File: config.mk
export PLATFORM = sky130hd
export DESIGN_NAME = dgc_gain_shaper
export DESIGN_NICKNAME = d
export VERILOG_FILES = /design/src/rtl/dgc_gain_shaper.v /design/src/rtl/dgc_gain_curve.v
export VERILOG_INCLUDE_DIRS = /design/src /design/src/include
export SDC_FILE = /design/constraint.sdc
export NUM_CORES = 1
export LEC_CHECK = 0
export BUFFER_PORTS_ARGS = -buffer_cell sky130_fd_sc_hd__clkbuf_2
export CAP_MARGIN = 10
export CORE_MARGIN = 4
export CORE_UTILIZATION = 62
export CTS_CLUSTER_DIAMETER = 30
export DETAILED_ROUTE_END_ITERATION = 7
export GPL_ROUTABILITY_DRIVEN = 0
export GPL_TIMING_DRIVEN = 0
export PLACE_DENSITY = 0.84
export SETUP_SLACK_MARGIN = 0.02
export SYNTH_ARGS = -nofsm -noshare
export SYNTH_HDL_FRONTEND = slang
export SYNTH_HIERARCHICAL = 1
export SYNTH_SLANG_ARGS = --single-unit
File: constraint.sdc
create_clock -name clk_sys -period 12.5 [get_ports clk_sys]
set_input_delay 0 -clock clk_sys [delete_from_list [all_inputs] [get_ports clk_sys]]
set_output_delay 0 -clock clk_sys [all_outputs]
set_load 0.01 [all_outputs]
File: src/include/dgc_gain_map.vh
// Register offsets, field positions, reset values and timing counts for
// the dynamics unit gain shaping controls.
// Assumes the includer sets up its own timescale and net type.
`ifndef DGC_GAIN_MAP_VH
`define DGC_GAIN_MAP_VH

// Register word offsets on the control port.
`define DGC_ADDR_GATE_CTRL     16'h0e80
`define DGC_ADDR_LIMITS_DECAY  16'h0e81
`define DGC_ADDR_GATE_SLOPES   16'h0e82
`define DGC_ADDR_KNEE_LEVELS   16'h0e83

// Gate control register.
`define DGC_GATE_ENA_BIT       8

// Gain limits and decay register.
`define DGC_REL_MSB            8
`define DGC_REL_LSB            5
`define DGC_LOWLIM_MSB         4
`define DGC_LOWLIM_LSB         2
`define DGC_UPLIM_MSB          1
`define DGC_UPLIM_LSB          0

// Noise gate and slopes register.
`define DGC_FLOOR_MSB          15
`define DGC_FLOOR_LSB          12
`define DGC_EXP_MSB            11
`define DGC_EXP_LSB            10
`define DGC_QTHR_MSB           9
`define DGC_QTHR_LSB           8
`define DGC_QREL_MSB           7
`define DGC_QREL_LSB           6
`define DGC_HICMP_MSB          5
`define DGC_HICMP_LSB          3
`define DGC_LOCMP_MSB          2
`define DGC_LOCMP_LSB          0

// Knee levels register.
`define DGC_KIN_MSB            10
`define DGC_KIN_LSB            5
`define DGC_KOUT_MSB           4
`define DGC_KOUT_LSB           0

// Reset values.
`define DGC_GATE_ENA_RST       1'h0
`define DGC_REL_RST            4'h9
`define DGC_LOWLIM_RST         3'h4
`define DGC_UPLIM_RST          2'h3
`define DGC_SLOPES_RST         16'h0018
`define DGC_KNEE_RST           11'h000

// Writable bit masks per register.
`define DGC_MASK_LIMITS        16'h01ff
`define DGC_MASK_KNEE          16'h07ff

// Largest legal codes.
`define DGC_REL_MAX            4'hb
`define DGC_LOWLIM_MAX         3'h4
`define DGC_FLOOR_MAX          4'hc
`define DGC_HICMP_MAX          3'h5
`define DGC_LOCMP_MAX          3'h4
`define DGC_KIN_MAX            6'h3c
`define DGC_KOUT_MAX           5'h1e

// Timing: release time at code zero is 1.45 ms per 6 dB (eight 0.75 dB steps).
`define DGC_REL_BASE_PS        1450000000
`define DGC_CLK_PERIOD_PS      8000
`define DGC_STEPS_PER_6DB      8

// Gate threshold in 0.75 dB units below full scale.
`define DGC_GATE_THR           7'h30

`endif

File: src/rtl/dgc_gain_shaper.v
// Gain shaping controls of the dynamics unit: control registers, static
// curve, gain limits and timed release of the applied gain.
// Assumes one control port on clk_sys and levels from same-clock logic.
`timescale 1ns/100ps
`default_nettype none
`include "dgc_gain_map.vh"

module dgc_gain_shaper
#(
  // Cycles per 0.75 dB release step at code zero; benches may shorten it.
  parameter [31:0] REL_STEP_CYCLES =
    `DGC_REL_BASE_PS / `DGC_CLK_PERIOD_PS / `DGC_STEPS_PER_6DB
)
(
  // Clock and reset
  input  wire               clk_sys,
  input  wire               rst,
  // Control port
  input  wire        [15:0] regAddr,
  input  wire        [15:0] regWrData,
  input  wire               regWrEn,
  input  wire               regRdEn,
  output reg         [15:0] regRdData_q,
  output reg                regRdValid_q,
  // Detector inputs
  input  wire               sampleStrobe,
  input  wire        [6:0]  levelIn,
  input  wire        [7:0]  crestIn,
  // Gain output
  output reg  signed [7:0]  gainOut_q,
  output reg                gateActive_q,
  output reg                fastRelease_q
);

  reg         gateEnable_q;
  reg  [3:0]  relRate_q;
  reg  [2:0]  lowLimit_q;
  reg  [1:0]  upLimit_q;
  reg  [15:0] slopes_q;
  reg  [10:0] knees_q;
  reg  [6:0]  level_q;
  reg  [7:0]  crest_q;
  reg  [31:0] relCnt_q;
  reg  [31:0] relLimit;
  reg  signed [7:0]  target;
  reg  signed [11:0] floorGain;
  reg  signed [11:0] ceilGain;
  wire signed [11:0] curveGain;
  wire        gateHit;
  wire        fastHit;
  wire [15:0] limitsWord;

  assign limitsWord = {7'h00, relRate_q, lowLimit_q, upLimit_q};

  // Lower limit code to 0.75 dB units.
  function signed [11:0] lowLimitGain;
    input [2:0] code;
    begin
      case (code)
        3'h0:    lowLimitGain = 12'sd0;
        3'h1:    lowLimitGain = -12'sd16;
        3'h2:    lowLimitGain = -12'sd24;
        3'h3:    lowLimitGain = -12'sd32;
        default: lowLimitGain = -12'sd48;
      endcase
    end
  endfunction

  // Upper limit code to 0.75 dB units.
  function signed [11:0] upLimitGain;
    input [1:0] code;
    begin
      case (code)
        2'h0:    upLimitGain = 12'sd16;
        2'h1:    upLimitGain = 12'sd24;
        2'h2:    upLimitGain = 12'sd32;
        default: upLimitGain = 12'sd48;
      endcase
    end
  endfunction

  // Holds a 4-bit code at its largest legal value; reserved codes above it
  // behave like the largest one.
  function [3:0] clip4;
    input [3:0] code;
    input [3:0] maxCode;
    begin
      if (code > maxCode)
        clip4 = maxCode;
      else
        clip4 = code;
    end
  endfunction

  // Gate floor code to 0.75 dB units: -48 plus 8 per code.
  function signed [11:0] gateFloorGain;
    input [3:0] code;
    begin
      gateFloorGain = $signed({5'h00, clip4(code, `DGC_FLOOR_MAX), 3'h0}) - 12'sd48;
    end
  endfunction

  // Clamps the curve gain between floor and ceiling at full width, so a
  // negative floor is never mistaken for a large positive value.
  function signed [7:0] clampGain;
    input signed [11:0] value;
    input signed [11:0] lowest;
    input signed [11:0] highest;
    reg   signed [11:0] held;
    begin
      if (value < lowest)
        held = lowest;
      else
        held = value;
      if (held > highest)
        held = highest;
      clampGain = held[7:0];
    end
  endfunction

  // Cycles per 0.75 dB release step: the normal rate doubles per code,
  // the fast rate is half, one or four base steps.
  function [31:0] releaseLimit;
    input       fast;
    input [1:0] fastCode;
    input [3:0] rateCode;
    begin
      // fast release half, one or four base steps
      if (fast)
      begin
        case (fastCode)
          2'h0:    releaseLimit = REL_STEP_CYCLES >> 1;
          2'h2:    releaseLimit = REL_STEP_CYCLES << 2;
          default: releaseLimit = REL_STEP_CYCLES;
        endcase
      end
      else
        releaseLimit = REL_STEP_CYCLES << clip4(rateCode, `DGC_REL_MAX);
    end
  endfunction

  // Read value of one register word; unmapped offsets and unbuilt bits
  // read zero.
  function [15:0] readWord;
    input [15:0] addr;
    begin
      case (addr)
        `DGC_ADDR_GATE_CTRL:    readWord = {7'h00, gateEnable_q, 8'h00};
        `DGC_ADDR_LIMITS_DECAY: readWord = limitsWord & `DGC_MASK_LIMITS;
        `DGC_ADDR_GATE_SLOPES:  readWord = slopes_q;
        `DGC_ADDR_KNEE_LEVELS:  readWord = {5'h00, knees_q} & `DGC_MASK_KNEE;
        default:                readWord = 16'h0000;
      endcase
    end
  endfunction

  dgc_gain_curve u_curve
  (
    .levelIn    (level_q),
    .kneeIn     (knees_q[`DGC_KIN_MSB:`DGC_KIN_LSB]),
    .kneeOut    (knees_q[`DGC_KOUT_MSB:`DGC_KOUT_LSB]),
    .hiSlope    (slopes_q[`DGC_HICMP_MSB:`DGC_HICMP_LSB]),
    .loSlope    (slopes_q[`DGC_LOCMP_MSB:`DGC_LOCMP_LSB]),
    .gateEnable (gateEnable_q),
    .gateExp    (slopes_q[`DGC_EXP_MSB:`DGC_EXP_LSB]),
    .curveGain  (curveGain),
    .gateActive (gateHit)
  );

  // crest threshold 16 plus 8 per code
  assign fastHit = crest_q >= ({6'h00, slopes_q[`DGC_QTHR_MSB:`DGC_QTHR_LSB]} * 8'h08
                               + 8'h10);

  // Control register writes; each register holds only its own fields.
  always @(posedge clk_sys)
  begin
    if (rst)
    begin
      gateEnable_q <= `DGC_GATE_ENA_RST;
      relRate_q    <= `DGC_REL_RST;
      lowLimit_q   <= `DGC_LOWLIM_RST;
      upLimit_q    <= `DGC_UPLIM_RST;
      slopes_q     <= `DGC_SLOPES_RST;
      knees_q      <= `DGC_KNEE_RST;
    end
    else if (regWrEn)
    begin
      case (regAddr)
        `DGC_ADDR_GATE_CTRL:
          gateEnable_q <= regWrData[`DGC_GATE_ENA_BIT];
        `DGC_ADDR_LIMITS_DECAY:
        begin
          relRate_q  <= regWrData[`DGC_REL_MSB:`DGC_REL_LSB];
          lowLimit_q <= regWrData[`DGC_LOWLIM_MSB:`DGC_LOWLIM_LSB];
          upLimit_q  <= regWrData[`DGC_UPLIM_MSB:`DGC_UPLIM_LSB];
        end
        `DGC_ADDR_GATE_SLOPES:
          slopes_q <= regWrData;
        `DGC_ADDR_KNEE_LEVELS:
          knees_q <= regWrData[`DGC_KIN_MSB:0];
        default:
          gateEnable_q <= gateEnable_q;
      endcase
    end
  end

  // Register reads answer one cycle later; unmapped offsets read zero.
  // A read in the same cycle as a write returns the old value.
  always @(posedge clk_sys)
  begin
    if (rst)
    begin
      regRdData_q  <= 16'h0000;
      regRdValid_q <= 1'b0;
    end
    else
    begin
      regRdValid_q <= regRdEn;
      if (regRdEn)
        regRdData_q <= readWord(regAddr);
    end
  end

  // Limits and release step length, combinational.
  always @*
  begin
    // gate floor replaces the lower limit
    if (gateHit)
      floorGain = gateFloorGain(slopes_q[`DGC_FLOOR_MSB:`DGC_FLOOR_LSB]);
    else
      floorGain = lowLimitGain(lowLimit_q);
    ceilGain = upLimitGain(upLimit_q);
    target = clampGain(curveGain, floorGain, ceilGain);
    relLimit = releaseLimit(fastHit, slopes_q[`DGC_QREL_MSB:`DGC_QREL_LSB], relRate_q);
  end

  // Gain tracking: drops at once, recovers one 0.75 dB step per release step.
  // The step counter restarts on every drop, so a rise always waits a whole
  // step after the last attenuation.
  always @(posedge clk_sys)
  begin
    if (rst)
    begin
      level_q       <= 7'h00;
      crest_q       <= 8'h00;
      relCnt_q      <= 32'h0000_0000;
      gainOut_q     <= 8'sd0;
      gateActive_q  <= 1'b0;
      fastRelease_q <= 1'b0;
    end
    else
    begin
      if (sampleStrobe)
      begin
        level_q <= levelIn;
        crest_q <= crestIn;
      end
      gateActive_q  <= gateHit;
      fastRelease_q <= fastHit;
      if (target <= gainOut_q)
      begin
        gainOut_q <= target;
        relCnt_q  <= 32'h0000_0000;
      end
      else if (relCnt_q + 32'h0000_0001 >= relLimit)
      begin
        gainOut_q <= gainOut_q + 8'sd1;
        relCnt_q  <= 32'h0000_0000;
      end
      else
        relCnt_q <= relCnt_q + 32'h0000_0001;
    end
  end

endmodule // dgc_gain_shaper
`default_nettype wire

File: src/rtl/dgc_gain_curve.v
// Static gain curve: knee, upper and lower compressor slopes and the noise
// gate expansion, all in 0.75 dB units.
// Assumes level and settings come from logic on the same clock.
`timescale 1ns/100ps
`default_nettype none
`include "dgc_gain_map.vh"

module dgc_gain_curve
(
  // Level and settings
  input  wire        [6:0]  levelIn,
  input  wire        [5:0]  kneeIn,
  input  wire        [4:0]  kneeOut,
  input  wire        [2:0]  hiSlope,
  input  wire        [2:0]  loSlope,
  input  wire               gateEnable,
  input  wire        [1:0]  gateExp,
  // Result
  output reg  signed [11:0] curveGain,
  output reg                gateActive
);

  reg  [5:0] kneeInUse;
  reg  [4:0] kneeOutUse;
  reg  [7:0] diff;
  reg  [7:0] shaped;
  reg  [7:0] over;
  reg [10:0] extra;

  // Shifts the distance from the knee by the slope code; zero slope and
  // reserved codes give a flat output.
  function [7:0] applySlope;
    input [7:0] d;
    input [2:0] code;
    input [2:0] zeroCode;
    begin
      if (code >= zeroCode)
        applySlope = 8'h00;
      else
        applySlope = d >> code;
    end
  endfunction

  always @*
  begin
    kneeInUse  = (kneeIn > `DGC_KIN_MAX) ? `DGC_KIN_MAX : kneeIn;
    kneeOutUse = (kneeOut > `DGC_KOUT_MAX) ? `DGC_KOUT_MAX : kneeOut;
    diff       = 8'h00;
    shaped     = 8'h00;
    over       = 8'h00;
    extra      = 11'h000;
    if ({1'b0, levelIn} < {2'b00, kneeInUse})
    begin
      diff      = {2'b00, kneeInUse} - {1'b0, levelIn};
      shaped    = applySlope(diff, hiSlope, `DGC_HICMP_MAX);
      curveGain = $signed({5'h00, levelIn}) - $signed({7'h00, kneeOutUse})
                  + $signed({4'h0, shaped});
    end
    else
    begin
      diff      = {1'b0, levelIn} - {2'b00, kneeInUse};
      shaped    = applySlope(diff, loSlope, `DGC_LOCMP_MAX);
      curveGain = $signed({5'h00, levelIn}) - $signed({7'h00, kneeOutUse})
                  - $signed({4'h0, shaped});
    end
    gateActive = gateEnable && (levelIn > `DGC_GATE_THR);
    if (gateActive)
    begin
      // expansion ratio 1, 2, 4 or 8
      over      = {1'b0, levelIn} - {1'b0, `DGC_GATE_THR};
      extra     = {3'h0, over} * ((11'h001 << gateExp) - 11'h001);
      curveGain = curveGain - $signed({1'b0, extra});
    end
  end

endmodule // dgc_gain_curve
`default_nettype wire

==> results of run 1 <==
## synthesized netlist by cell type (all sizes together) (6+ instances only)
master,count,area [um2]
nand2,166,623
ha,114,1430
dfxtp,111,2220
inv,110,413
a21oi,97,489
nor2,93,352
xnor2,54,492
o21ai,52,260
clkbuf,51,191
nand3,43,215
and3,40,255
fa,35,701
mux2i,33,330
nor2b,27,169
xor2,25,219
nand2b,24,150
nor3,24,120
a21o,18,136
nand4,14,103
a211oi,13,97.6
buf,10,71.3
mux2,9,101
nor4,9,62.6
or3,9,61.3
a22o,8,70.1
and2,8,50.1
o31ai,8,60.1
a311oi,7,85.1
and4,7,61.3
o211ai,7,52.6
o21a,7,52.6
o21bai,7,52.6
a31oi,6,52.6
## kinds of logic after synthesis
group	after synthesis	share of synthesized area, %
other	4	0.143
buffers and inverters	173	6.52
XOR/XNOR	79	6.78
adder cells (fa/ha/maj)	149	20.3
AO/OA/AOI/OAI	277	17.6
multiplexers	43	4.33
flip-flops	111	21.2
AND/OR/NAND/NOR	486	23.1
## flip-flops by register name, indices dropped and copies added, names as in the netlist
name and flops:
slopes_q 16, crest_q 8, level_q 7, gateActive_q 1, regRdData_q 16, regRdValid_q 1, fastRelease_q 1, relRate_q 4
upLimitGain.code 2, knees_q 11, gainOut_q 8, lowLimit_q 3, relCnt_q 32, gateEnable_q 1
## worst max-delay path, delay by kind of cell, from the launching register on
| family | cells | cell delay (ns) |
|---|---|---|
| adder cells (fa/ha/maj) | 8 | 2.52 |
| AND/OR/NAND/NOR | 12 | 2.06 |
| flip-flops | 1 | 0.48 |
| XOR/XNOR | 4 | 0.95 |
| AO/OA/AOI/OAI | 23 | 4.92 |
| buffers and inverters | 5 | 0.77 |
## metal layers
metal / routed length, um / vias up / track usage [%] / part of all wire (%)
met1: 11900 / 4777 / 37.9 / 43
met3: 2120 / 82 / 4.80 / 7.6
met5: 0 / - / 0 / 0
li1: - / 4858 / - / -
met2: 12900 / 445 / 47.5 / 47
met4: 806 / 0 / 9.46 / 2.9
## worst min-delay path by stage
stage,startpoint,endpoint,slack [ns],depth (start not counted)
floorplan,regWrData[5],relRate_q[0]$_SDFFE_PP1P_,0.12,1
global placement,levelIn[2],level_q[2]$_SDFFE_PP0P_,0.24,3
detailed placement,crestIn[6],crest_q[6]$_SDFFE_PP0P_,0.24,3
CTS,regRdEn,regRdData_q[10]$_SDFFE_PP0P_,0.03,3
global route,regRdEn,regRdData_q[10]$_SDFFE_PP0P_,0.07,3
finish,regRdEn,regRdData_q[10]$_SDFFE_PP0P_,0.02,3
## per-stage QoR
| stage | hold slack, ns | area, um2 |
|---|---|---|
| 2_1_floorplan | 0.118 | 10500 |
| 3_3_place_gp | 0.236 | 11200 |
| 3_5_place_dp | 0.242 | 11200 |
| 4_1_cts | 0.0297 | 11800 |
| 5_1_grt | 0.0745 | 11800 |
| 6_report | 0.0240 | 11800 |
## what timing repair did
| action | CTS | global route |
|---|---|---|
| endpoints found under the hold margin | 52 | 0 |
| setup buffers | 0 | 1 |
| hold buffers | 31 | 0 |
| gates resized for setup | 0 | 6 |
| setup endpoints to repair | 0 | 32 |
## power by group
group	switching (mW)	internal (mW)
sequential	0.0192	0.370
combinational	0.485	0.348
clock	0.150	0.144
total	0.654	0.862
## cell type report
type,count,share of cell area (%)
Multi-Input combinational cell,1056,64.7
Sequential cell,111,18.8
Timing Repair Buffer,106,5.81
Inverter,112,3.55
Tap cell,220,2.32
Buffer,61,2.23
Clock buffer,9,1.90
Clock inverter,7,0.729
==> summary.txt, run 1 <==
Floorplan
  – Cell Rows: 47
  – Starting Density: 63.2%
  – Die width: 138 um
  – # IOs: 79
  – Die area: 0.0190 mm2
  – Area of the core: 0.0166 mm2
  – Height of the die: 138 um

Layout
  – Final nets: 1658
  – Final core occ: 71.4%
  – Commonest non-fill, non-tap cell in the layout: nand2_1
  – Most frequent cells in the layout: nand2_1 (166), ha_1 (114), dfxtp_1 (111)
  – Synth-to-Final Area Change: 13.0%
  – Number of fill cells: 1299
  – N_diodes: 0
  – Non-filler cells, final: 1682
  – Share of cells above drive strength 1: 8.96%
  – FF/Latch Area: 0.00222 mm2
  – Footprint of the multi-input gates: 0.00766 mm2

Clocking
  – H-tree Lvls: 3
  – TritonCTS sink count: 111
  – Root Driver: clkbuf_16
  – CTS tree: yes
  – Clock Tree Buf Depth: 2
  – Worst-Skew Late Latency: 0.36 ns
  – Clk slew on worst S/H paths: 0.08 ns
  – Num CTS Buffers: 9

Critical path
  – Startpoint types: flip-flop
  – R2r worst-path depth: 52
  – Critical path destination: gainOut_q[6]$_SDFFE_PP0P_
  – Reg2Reg Capture Point: gainOut_q[6]$_SDFFE_PP0P_
  – Worst Setup SP: knees_q[8]$_SDFFE_PP0P_
  – Max incr delay on CP: 0.48 ns
  – Worst Path Arrival: 12.04 ns
  – Worst r2r src: knees_q[8]$_SDFFE_PP0P_
  – Critical path's slowest cell: dfxtp_1
  – Setup CP Type: flip-flop to flip-flop
  – R2R Setup Slk: 0.72 ns
  – Critical path endpoint category: flip-flop
  – Worst Path Max Fanout: 10
  – WP data required: 12.76 ns

Timing
  – Worst rel slew slack: 41.9%
  – Final Hold Fails: 0
  – Clock skew: 0.0175 ns
  – RSZ-0062 raised after global routing: no
  – Final worst path period share: 94.3%
  – Crit path time final: 11.78 ns
  – Setup TNS: 0 ns
  – Setup WS post-layout: 0.718 ns
  – Slew Limit Fails: 0
  – Worst Tran Pin Value: 0.864 ns
  – Final Setup Violations: 0
  – Max Freq: 0.0849 GHz

Drt
  – DRC: 0
  – DRT iter0 DRCs: 872
  – Antenna viol nets, final: 0
  – Vias: 10162
  – Drt pass-1 iters: 5
  – Post-DR vias/cell: 6.04
  – Routed WL: 27800 um
  – WL/cell: 16.5 um

Yosys
  – Gate Count Post-Synth: 1322
  – Async set-reset flop share out of synthesis: 0%
  – Cell variety after synth: 91
  – Count of flip-flops with a built-in enable after synthesis: 0
  – Ys Warns: 6
  – Prevailing post-synth register cell: dfxtp_1
  – Part of the Yosys area used for sequential elements: 21.2%
  – Post-synthesis instance area: 0.0105 mm2
  – Yosys reg bits: 111
  – Synthesized area per cell: 7.93 um2

Power
  – Maximum VDD drop: 119 uV
  – Lkg Pwr: 5.33 nW
  – Total power: 1.52 mW
  – PwrDens: 128 mW/mm2

GRT
  – Vias in the first global route: 9739
  – Tot GR Track Use: 28.6%
  – Gr ovfl total: 0
  – Pin count of the biggest net entering global routing: 23
  – Initial antenna violation count: 0
  – First-pass GRT wire length: 46500 um

Placement
  – Placed insts: 1634
  – Dpl hpwl: 21600 um
  – PortBufs: 74
  – Place WS: 0.794 ns

Worst hold path
  – HP Class: input port to flip-flop

Outcome
  – Status: finished clean

Flow run
  – Max-Cap Viols: 0
No activity file was read; power rests on OpenSTA's default activity.
==> run 2, diff against run 1 <==
--- a/config.mk
+++ b/config.mk
@@ -14,7 +14,7 @@
 export DETAILED_ROUTE_END_ITERATION = 7
 export GPL_ROUTABILITY_DRIVEN = 0
 export GPL_TIMING_DRIVEN = 0
-export PLACE_DENSITY = 0.84
+export PLACE_DENSITY = 0.86
 export SETUP_SLACK_MARGIN = 0.02
 export SYNTH_ARGS = -nofsm -noshare
 export SYNTH_HDL_FRONTEND = slang
==> run 2 against run 1 <==
Effect of this change: power down 0.89%; sequential share of layout area about the same; clock skew up 0.0077 ns; non-clock buffer count down 1; worst hold slack better by 0.0081 ns; flip-flop and latch count unchanged; sequential power about the same; clock power about the same; critical endpoint is now gainOut_q[3]$_SDFFE_PP0P_; largest cell class unchanged; highest routed layer unchanged.
==> summary.txt, run 2 (synthesized netlist as in run 1, its figures left out) <==
Outcome
  – Status: finished clean

Timing
  – Final worst path period share: 91.9%
  – RSZ-0062 raised after global routing: no
  – Clock skew: 0.0252 ns
  – Crit path time final: 11.49 ns
  – Worst Tran Pin Value: 0.866 ns
  – Slew Limit Fails: 0
  – Final Hold Fails: 0
  – Max Freq: 0.0870 GHz
  – Setup TNS: 0 ns
  – Worst rel slew slack: 41.7%
  – Final Setup Violations: 0

Layout
  – Share of cells above drive strength 1: 8.90%
  – N_diodes: 0
  – Number of fill cells: 1269
  – Final nets: 1657
  – Max reg flops: 32
  – Biggest register: relCnt_q
  – Synth-to-Final Area Change: 12.9%
  – Most frequent cells in the layout: nand2_1 (166), ha_1 (114), dfxtp_1 (111)
  – Commonest non-fill, non-tap cell in the layout: nand2_1
  – Design area: 0.0118 mm2
  – Largest registers: relCnt_q (32), regRdData_q (16), slopes_q (16)

Critical path
  – Max incr delay on CP: 0.47 ns
  – Worst Path Arrival: 11.76 ns
  – Setup CP Type: flip-flop to flip-flop
  – Startpoint types: flip-flop
  – Critical path's slowest cell: dfxtp_1
  – WP data required: 12.76 ns
  – Critical path endpoint category: flip-flop
  – Worst Path Max Fanout: 10
  – Worst path most repeated cell: ha_1

Placement
  – Placed Area: 0.0112 mm2
  – Dpl hpwl: 21600 um
  – PortBufs: 74

Clocking
  – TritonCTS sink count: 111
  – Clock Tree Buf Depth: 2
  – Root Driver: clkbuf_16
  – H-tree Lvls: 3
  – Num CTS Buffers: 9
  – CTS tree: yes
  – # Post-CTS Setup Buffers: 0
  – Worst-Skew Late Latency: 0.37 ns
  – Clk slew on worst S/H paths: 0.08 ns

Power
  – Total power: 1.50 mW
  – Lkg Pwr: 5.32 nW
  – PwrDens: 127 mW/mm2
  – Maximum VDD drop: 177 uV

GRT
  – First-pass GRT wire length: 47200 um
  – Tot GR Track Use: 29.1%
  – Vias in the first global route: 9802
  – Initial antenna violation count: 0
  – Gr ovfl total: 0
  – Pin count of the biggest net entering global routing: 23

Floorplan
  – Starting Density: 63.2%
  – Area of the core: 0.0166 mm2
  – # IOs: 79
  – Cell Rows: 47
  – Die width: 138 um
  – Height of the die: 138 um
  – Die area: 0.0190 mm2

Drt
  – Post-DR vias/cell: 6.05
  – Vias: 10177
  – Drt pass-1 iters: 5
  – Antenna viol nets, final: 0
  – DRT iter0 DRCs: 876
  – DRC: 0
  – WL/cell: 16.7 um
  – Routed WL: 28100 um

Worst hold path
  – HP Class: input port to flip-flop

Flow run
  – Max-Cap Viols: 0
run 2: cell count changes in the layout (fill, tap and decap cells not counted):
cell      previous run  this run
buf_4                1         0
clkinv_4             1         2
nor4_2               2         1
inv_6                2         1
a21oi_2              2         3
a21oi_1             95        94
nor4_1               7         8
run 2: cell type report:
| class | count | area (um2) | share of cell area [%] |
|---|---|---|---|
| flip-flops and latches | 111 | 2220 | 18.8 |
| clock inverters | 7 | 86.3 | 0.730 |
| clock buffers | 9 | 225 | 1.90 |
| plain buffers | 61 | 264 | 2.23 |
| inverters | 112 | 420 | 3.55 |
| multi-input cells | 1056 | 7660 | 64.7 |
| well taps | 220 | 275 | 2.33 |
| repair buffers | 105 | 681 | 5.75 |
run 2: repair_timing:
action	CTS	global route
hold buffers	31	0
endpoints found under the hold margin	52	0
gates resized for setup	0	6
endpoints found under the setup margin	0	38
run 2: through the flow:
step | utilization [%] | setup slack [ns] | hold slack, ns | cells
after floorplan | - | 2.60 | 0.118 | 1340
after global placement | 67.5 | 1.15 | 0.236 | 1634
after detailed placement | 67.5 | 0.895 | 0.245 | 1634
after CTS | 71.2 | 0.791 | 0.0369 | 1681
after global routing | 71.3 | 0.0899 | 0.0876 | 1681
final | 71.3 | 1.01 | 0.0321 | 1681
run 2: critical path, delay by kind of cell (launching register included):
kind,cells,cell delay [ns]
AOI/OAI and AO/OA,21,4.29
adders and majority gates,8,2.38
and+or+nand+nor,12,2.25
buffers and inverters,5,0.73
muxes,1,0.30
DFF,1,0.47
xor gates and xnor gates,4,0.97
run 2: metal layers:
metal | global-route usage, % | vias to the layer above | share of wire, %
li1 | - | 4853 | -
met1 | 38.5 | 4788 | 42
met2 | 48.6 | 465 | 48
met3 | 5.18 | 71 | 8.0
met4 | 8.89 | 0 | 2.7
met5 | 0 | - | 0
run 2: path summary, 6_finish.rpt:
check,cells past startpoint,slack (ns),endpoint,start
min reg2reg,2,0.47,regRdData_q[1]$_SDFFE_PP0P_,regRdData_q[1]$_SDFFE_PP0P_
max,51,1.01,gainOut_q[3]$_SDFFE_PP0P_,knees_q[7]$_SDFFE_PP0P_
max reg2reg,51,1.01,gainOut_q[3]$_SDFFE_PP0P_,knees_q[7]$_SDFFE_PP0P_
min,3,0.03,regRdData_q[10]$_SDFFE_PP0P_,regRdEn
run 2: report_power, final:
group | switching, mW | internal [mW] | total (mW)
clock | 0.151 | 0.143 | 0.294
sequential | 0.0203 | 0.370 | 0.391
combinational | 0.476 | 0.342 | 0.818
==> run 3, diff against run 2 <==
--- a/config.mk
+++ b/config.mk
@@ -9,12 +9,12 @@
 export BUFFER_PORTS_ARGS = -buffer_cell sky130_fd_sc_hd__clkbuf_2
 export CAP_MARGIN = 10
 export CORE_MARGIN = 4
-export CORE_UTILIZATION = 62
+export CORE_UTILIZATION = 67
 export CTS_CLUSTER_DIAMETER = 30
 export DETAILED_ROUTE_END_ITERATION = 7
 export GPL_ROUTABILITY_DRIVEN = 0
 export GPL_TIMING_DRIVEN = 0
-export PLACE_DENSITY = 0.86
+export PLACE_DENSITY = 0.92
 export SETUP_SLACK_MARGIN = 0.02
 export SYNTH_ARGS = -nofsm -noshare
 export SYNTH_HDL_FRONTEND = slang
==> constraint.sdc (replaced) <==
create_clock -name clk_sys -period 14.9 [get_ports clk_sys]
set_input_delay 0 -clock clk_sys [delete_from_list [all_inputs] [get_ports clk_sys]]
set_output_delay 0 -clock clk_sys [all_outputs]
set_load 0.01 [all_outputs]
==> run 3 against run 2 <==
Effect of this change: clock power fell by 20%; via count rose by 0.75%; global-route usage rose by 3.6 points; largest power group unchanged; power fell by 16%; utilization rose by 5.8 points.
==> summary.txt, run 3 (synthesized netlist as in run 1, its figures left out) <==
Outcome
  – Status: finished clean

Layout
  – N_diodes: 0
  – Max reg flops: 32
  – Largest registers: relCnt_q (32), regRdData_q (16), slopes_q (16)
  – Number of fill cells: 1021
  – Biggest register: relCnt_q
  – Commonest non-fill, non-tap cell in the layout: nand2_1
  – Synth-to-Final Area Change: 12.4%
  – Non-filler cells, final: 1672
  – Footprint of the multi-input gates: 0.00764 mm2
  – Share of cells above drive strength 1: 8.56%
  – Final nets: 1657
  – Most frequent cells in the layout: nand2_1 (166), ha_1 (114), dfxtp_1 (111)
  – FF/Latch Area: 0.00222 mm2

Timing
  – Crit path time final: 12.05 ns
  – Fin Hold WS: 0.0286 ns
  – Max Freq: 0.0830 GHz
  – Worst rel slew slack: 34.0%
  – Final Setup Violations: 0
  – Final worst path period share: 80.9%
  – Setup TNS: 0 ns
  – Clock skew: 0.0143 ns
  – Worst Tran Pin Value: 0.981 ns
  – RSZ-0062 raised after global routing: no
  – Slew Limit Fails: 0
  – Final Hold Fails: 0

Power
  – Total power: 1.25 mW
  – Maximum VDD drop: 85.7 uV
  – PwrDens: 107 mW/mm2
  – Lkg Pwr: 5.31 nW

Floorplan
  – Die area: 0.0177 mm2
  – # IOs: 79
  – Cell Rows: 45
  – Die width: 133 um
  – Height of the die: 133 um
  – Starting Density: 68.7%
  – Area of the core: 0.0153 mm2

Drt
  – DRT iter0 DRCs: 1052
  – Routed WL: 29200 um
  – Antenna viol nets, final: 0
  – Post-DR vias/cell: 6.13
  – Vias: 10253
  – DRC: 0
  – Drt pass-1 iters: 6
  – WL/cell: 17.5 um

Critical path
  – Max incr delay on CP: 0.60 ns
  – Critical path endpoint category: flip-flop
  – Worst r2r src: knees_q[7]$_SDFFE_PP0P_
  – Critical path's slowest cell: a21oi_1
  – Worst Path Max Fanout: 10
  – Worst Path Arrival: 12.35 ns
  – Setup CP Type: flip-flop to flip-flop
  – Worst Setup SP: knees_q[7]$_SDFFE_PP0P_
  – Worst path most repeated cell: a21oi_1
  – WP data required: 15.20 ns
  – Startpoint types: flip-flop
  – Largest delay share family, worst path: compound AO/OA/AOI/OAI gates
  – CP bufs+invs: 5

GRT
  – Pin count of the biggest net entering global routing: 19
  – Initial antenna violation count: 0
  – First-pass GRT wire length: 47500 um
  – Tot GR Track Use: 32.6%
  – Gr ovfl total: 0
  – Vias in the first global route: 9853

Flow run
  – Max-Cap Viols: 0

Placement
  – Dpl hpwl: 21900 um
  – Placed insts: 1625
  – PortBufs: 74

Clocking
  – Num CTS Buffers: 9
  – TritonCTS sink count: 111
  – Root Driver: clkbuf_16
  – CTS tree: yes
  – Worst-Skew Late Latency: 0.37 ns
  – H-tree Lvls: 3
  – Clock Tree Buf Depth: 2
  – Clk slew on worst S/H paths: 0.07 ns

Worst hold path
  – Hold Crit Start: regRdEn
  – HP Class: input port to flip-flop
run 3: stage by stage:
stage / setup WS, ns / area (um2) / util (%)
3_5_place_dp: 3.28 / 11200 / 73.3
5_1_grt: 2.07 / 11800 / 77.2
3_3_place_gp: 3.62 / 11200 / 73.3
6_report: 2.85 / 11800 / 77.2
4_1_cts: 3.14 / 11800 / 77.2
2_1_floorplan: 5.00 / 10500 / -
run 3: worst reg2reg max path, delay by kind of cell, from the launching register on:
family / cells / cell delay, ns
AOI/OAI and AO/OA: 23 / 5.21
xor gates and xnor gates: 4 / 1.01
and+or+nand+nor: 9 / 1.64
muxes: 1 / 0.29
buffers and inverters: 5 / 0.85
adders and majority gates: 8 / 2.55
DFF: 1 / 0.46
run 3: final timing paths:
path | endpoint | slack [ns] | depth (start not counted)
worst max-delay path | relCnt_q[23]$_SDFF_PP0_ | 2.85 | 50
worst min-delay path | regRdData_q[9]$_SDFFE_PP0P_ | 0.03 | 3
worst max register to register | relCnt_q[23]$_SDFF_PP0_ | 2.85 | 50
worst min register to register | regRdData_q[7]$_SDFFE_PP0P_ | 0.48 | 2
run 3: what timing repair did:
item                                    CTS  global route
hold endpoints to repair                 52             0
endpoints found under the setup margin    0             0
hold buffers                             31             0
gates resized for setup                   0             0
setup buffers                             0             0
run 3: area by class of cell:
cell class,count,area share [%]
Multi-Input combinational cell,1056,64.9
Sequential cell,111,18.9
Timing Repair Buffer,105,5.78
Inverter,112,3.57
Tap cell,211,2.24
Buffer,61,2.23
Clock buffer,11,2.06
Clock inverter,5,0.351
run 3: routing by layer:
layer / vias up / GRT usage (%) / share of wire [%]
met5: - / 0 / 0
met1: 4769 / 41.2 / 40
li1: 4849 / - / -
met3: 95 / 6.27 / 8.7
met4: 0 / 12.2 / 3.7
met2: 540 / 55.4 / 48
run 3: where the power goes:
group	leakage [nW]	switching (mW)	internal, mW
sequential	0.900	0.0170	0.311
clock	0.138	0.116	0.120
combinational	4.27	0.407	0.285
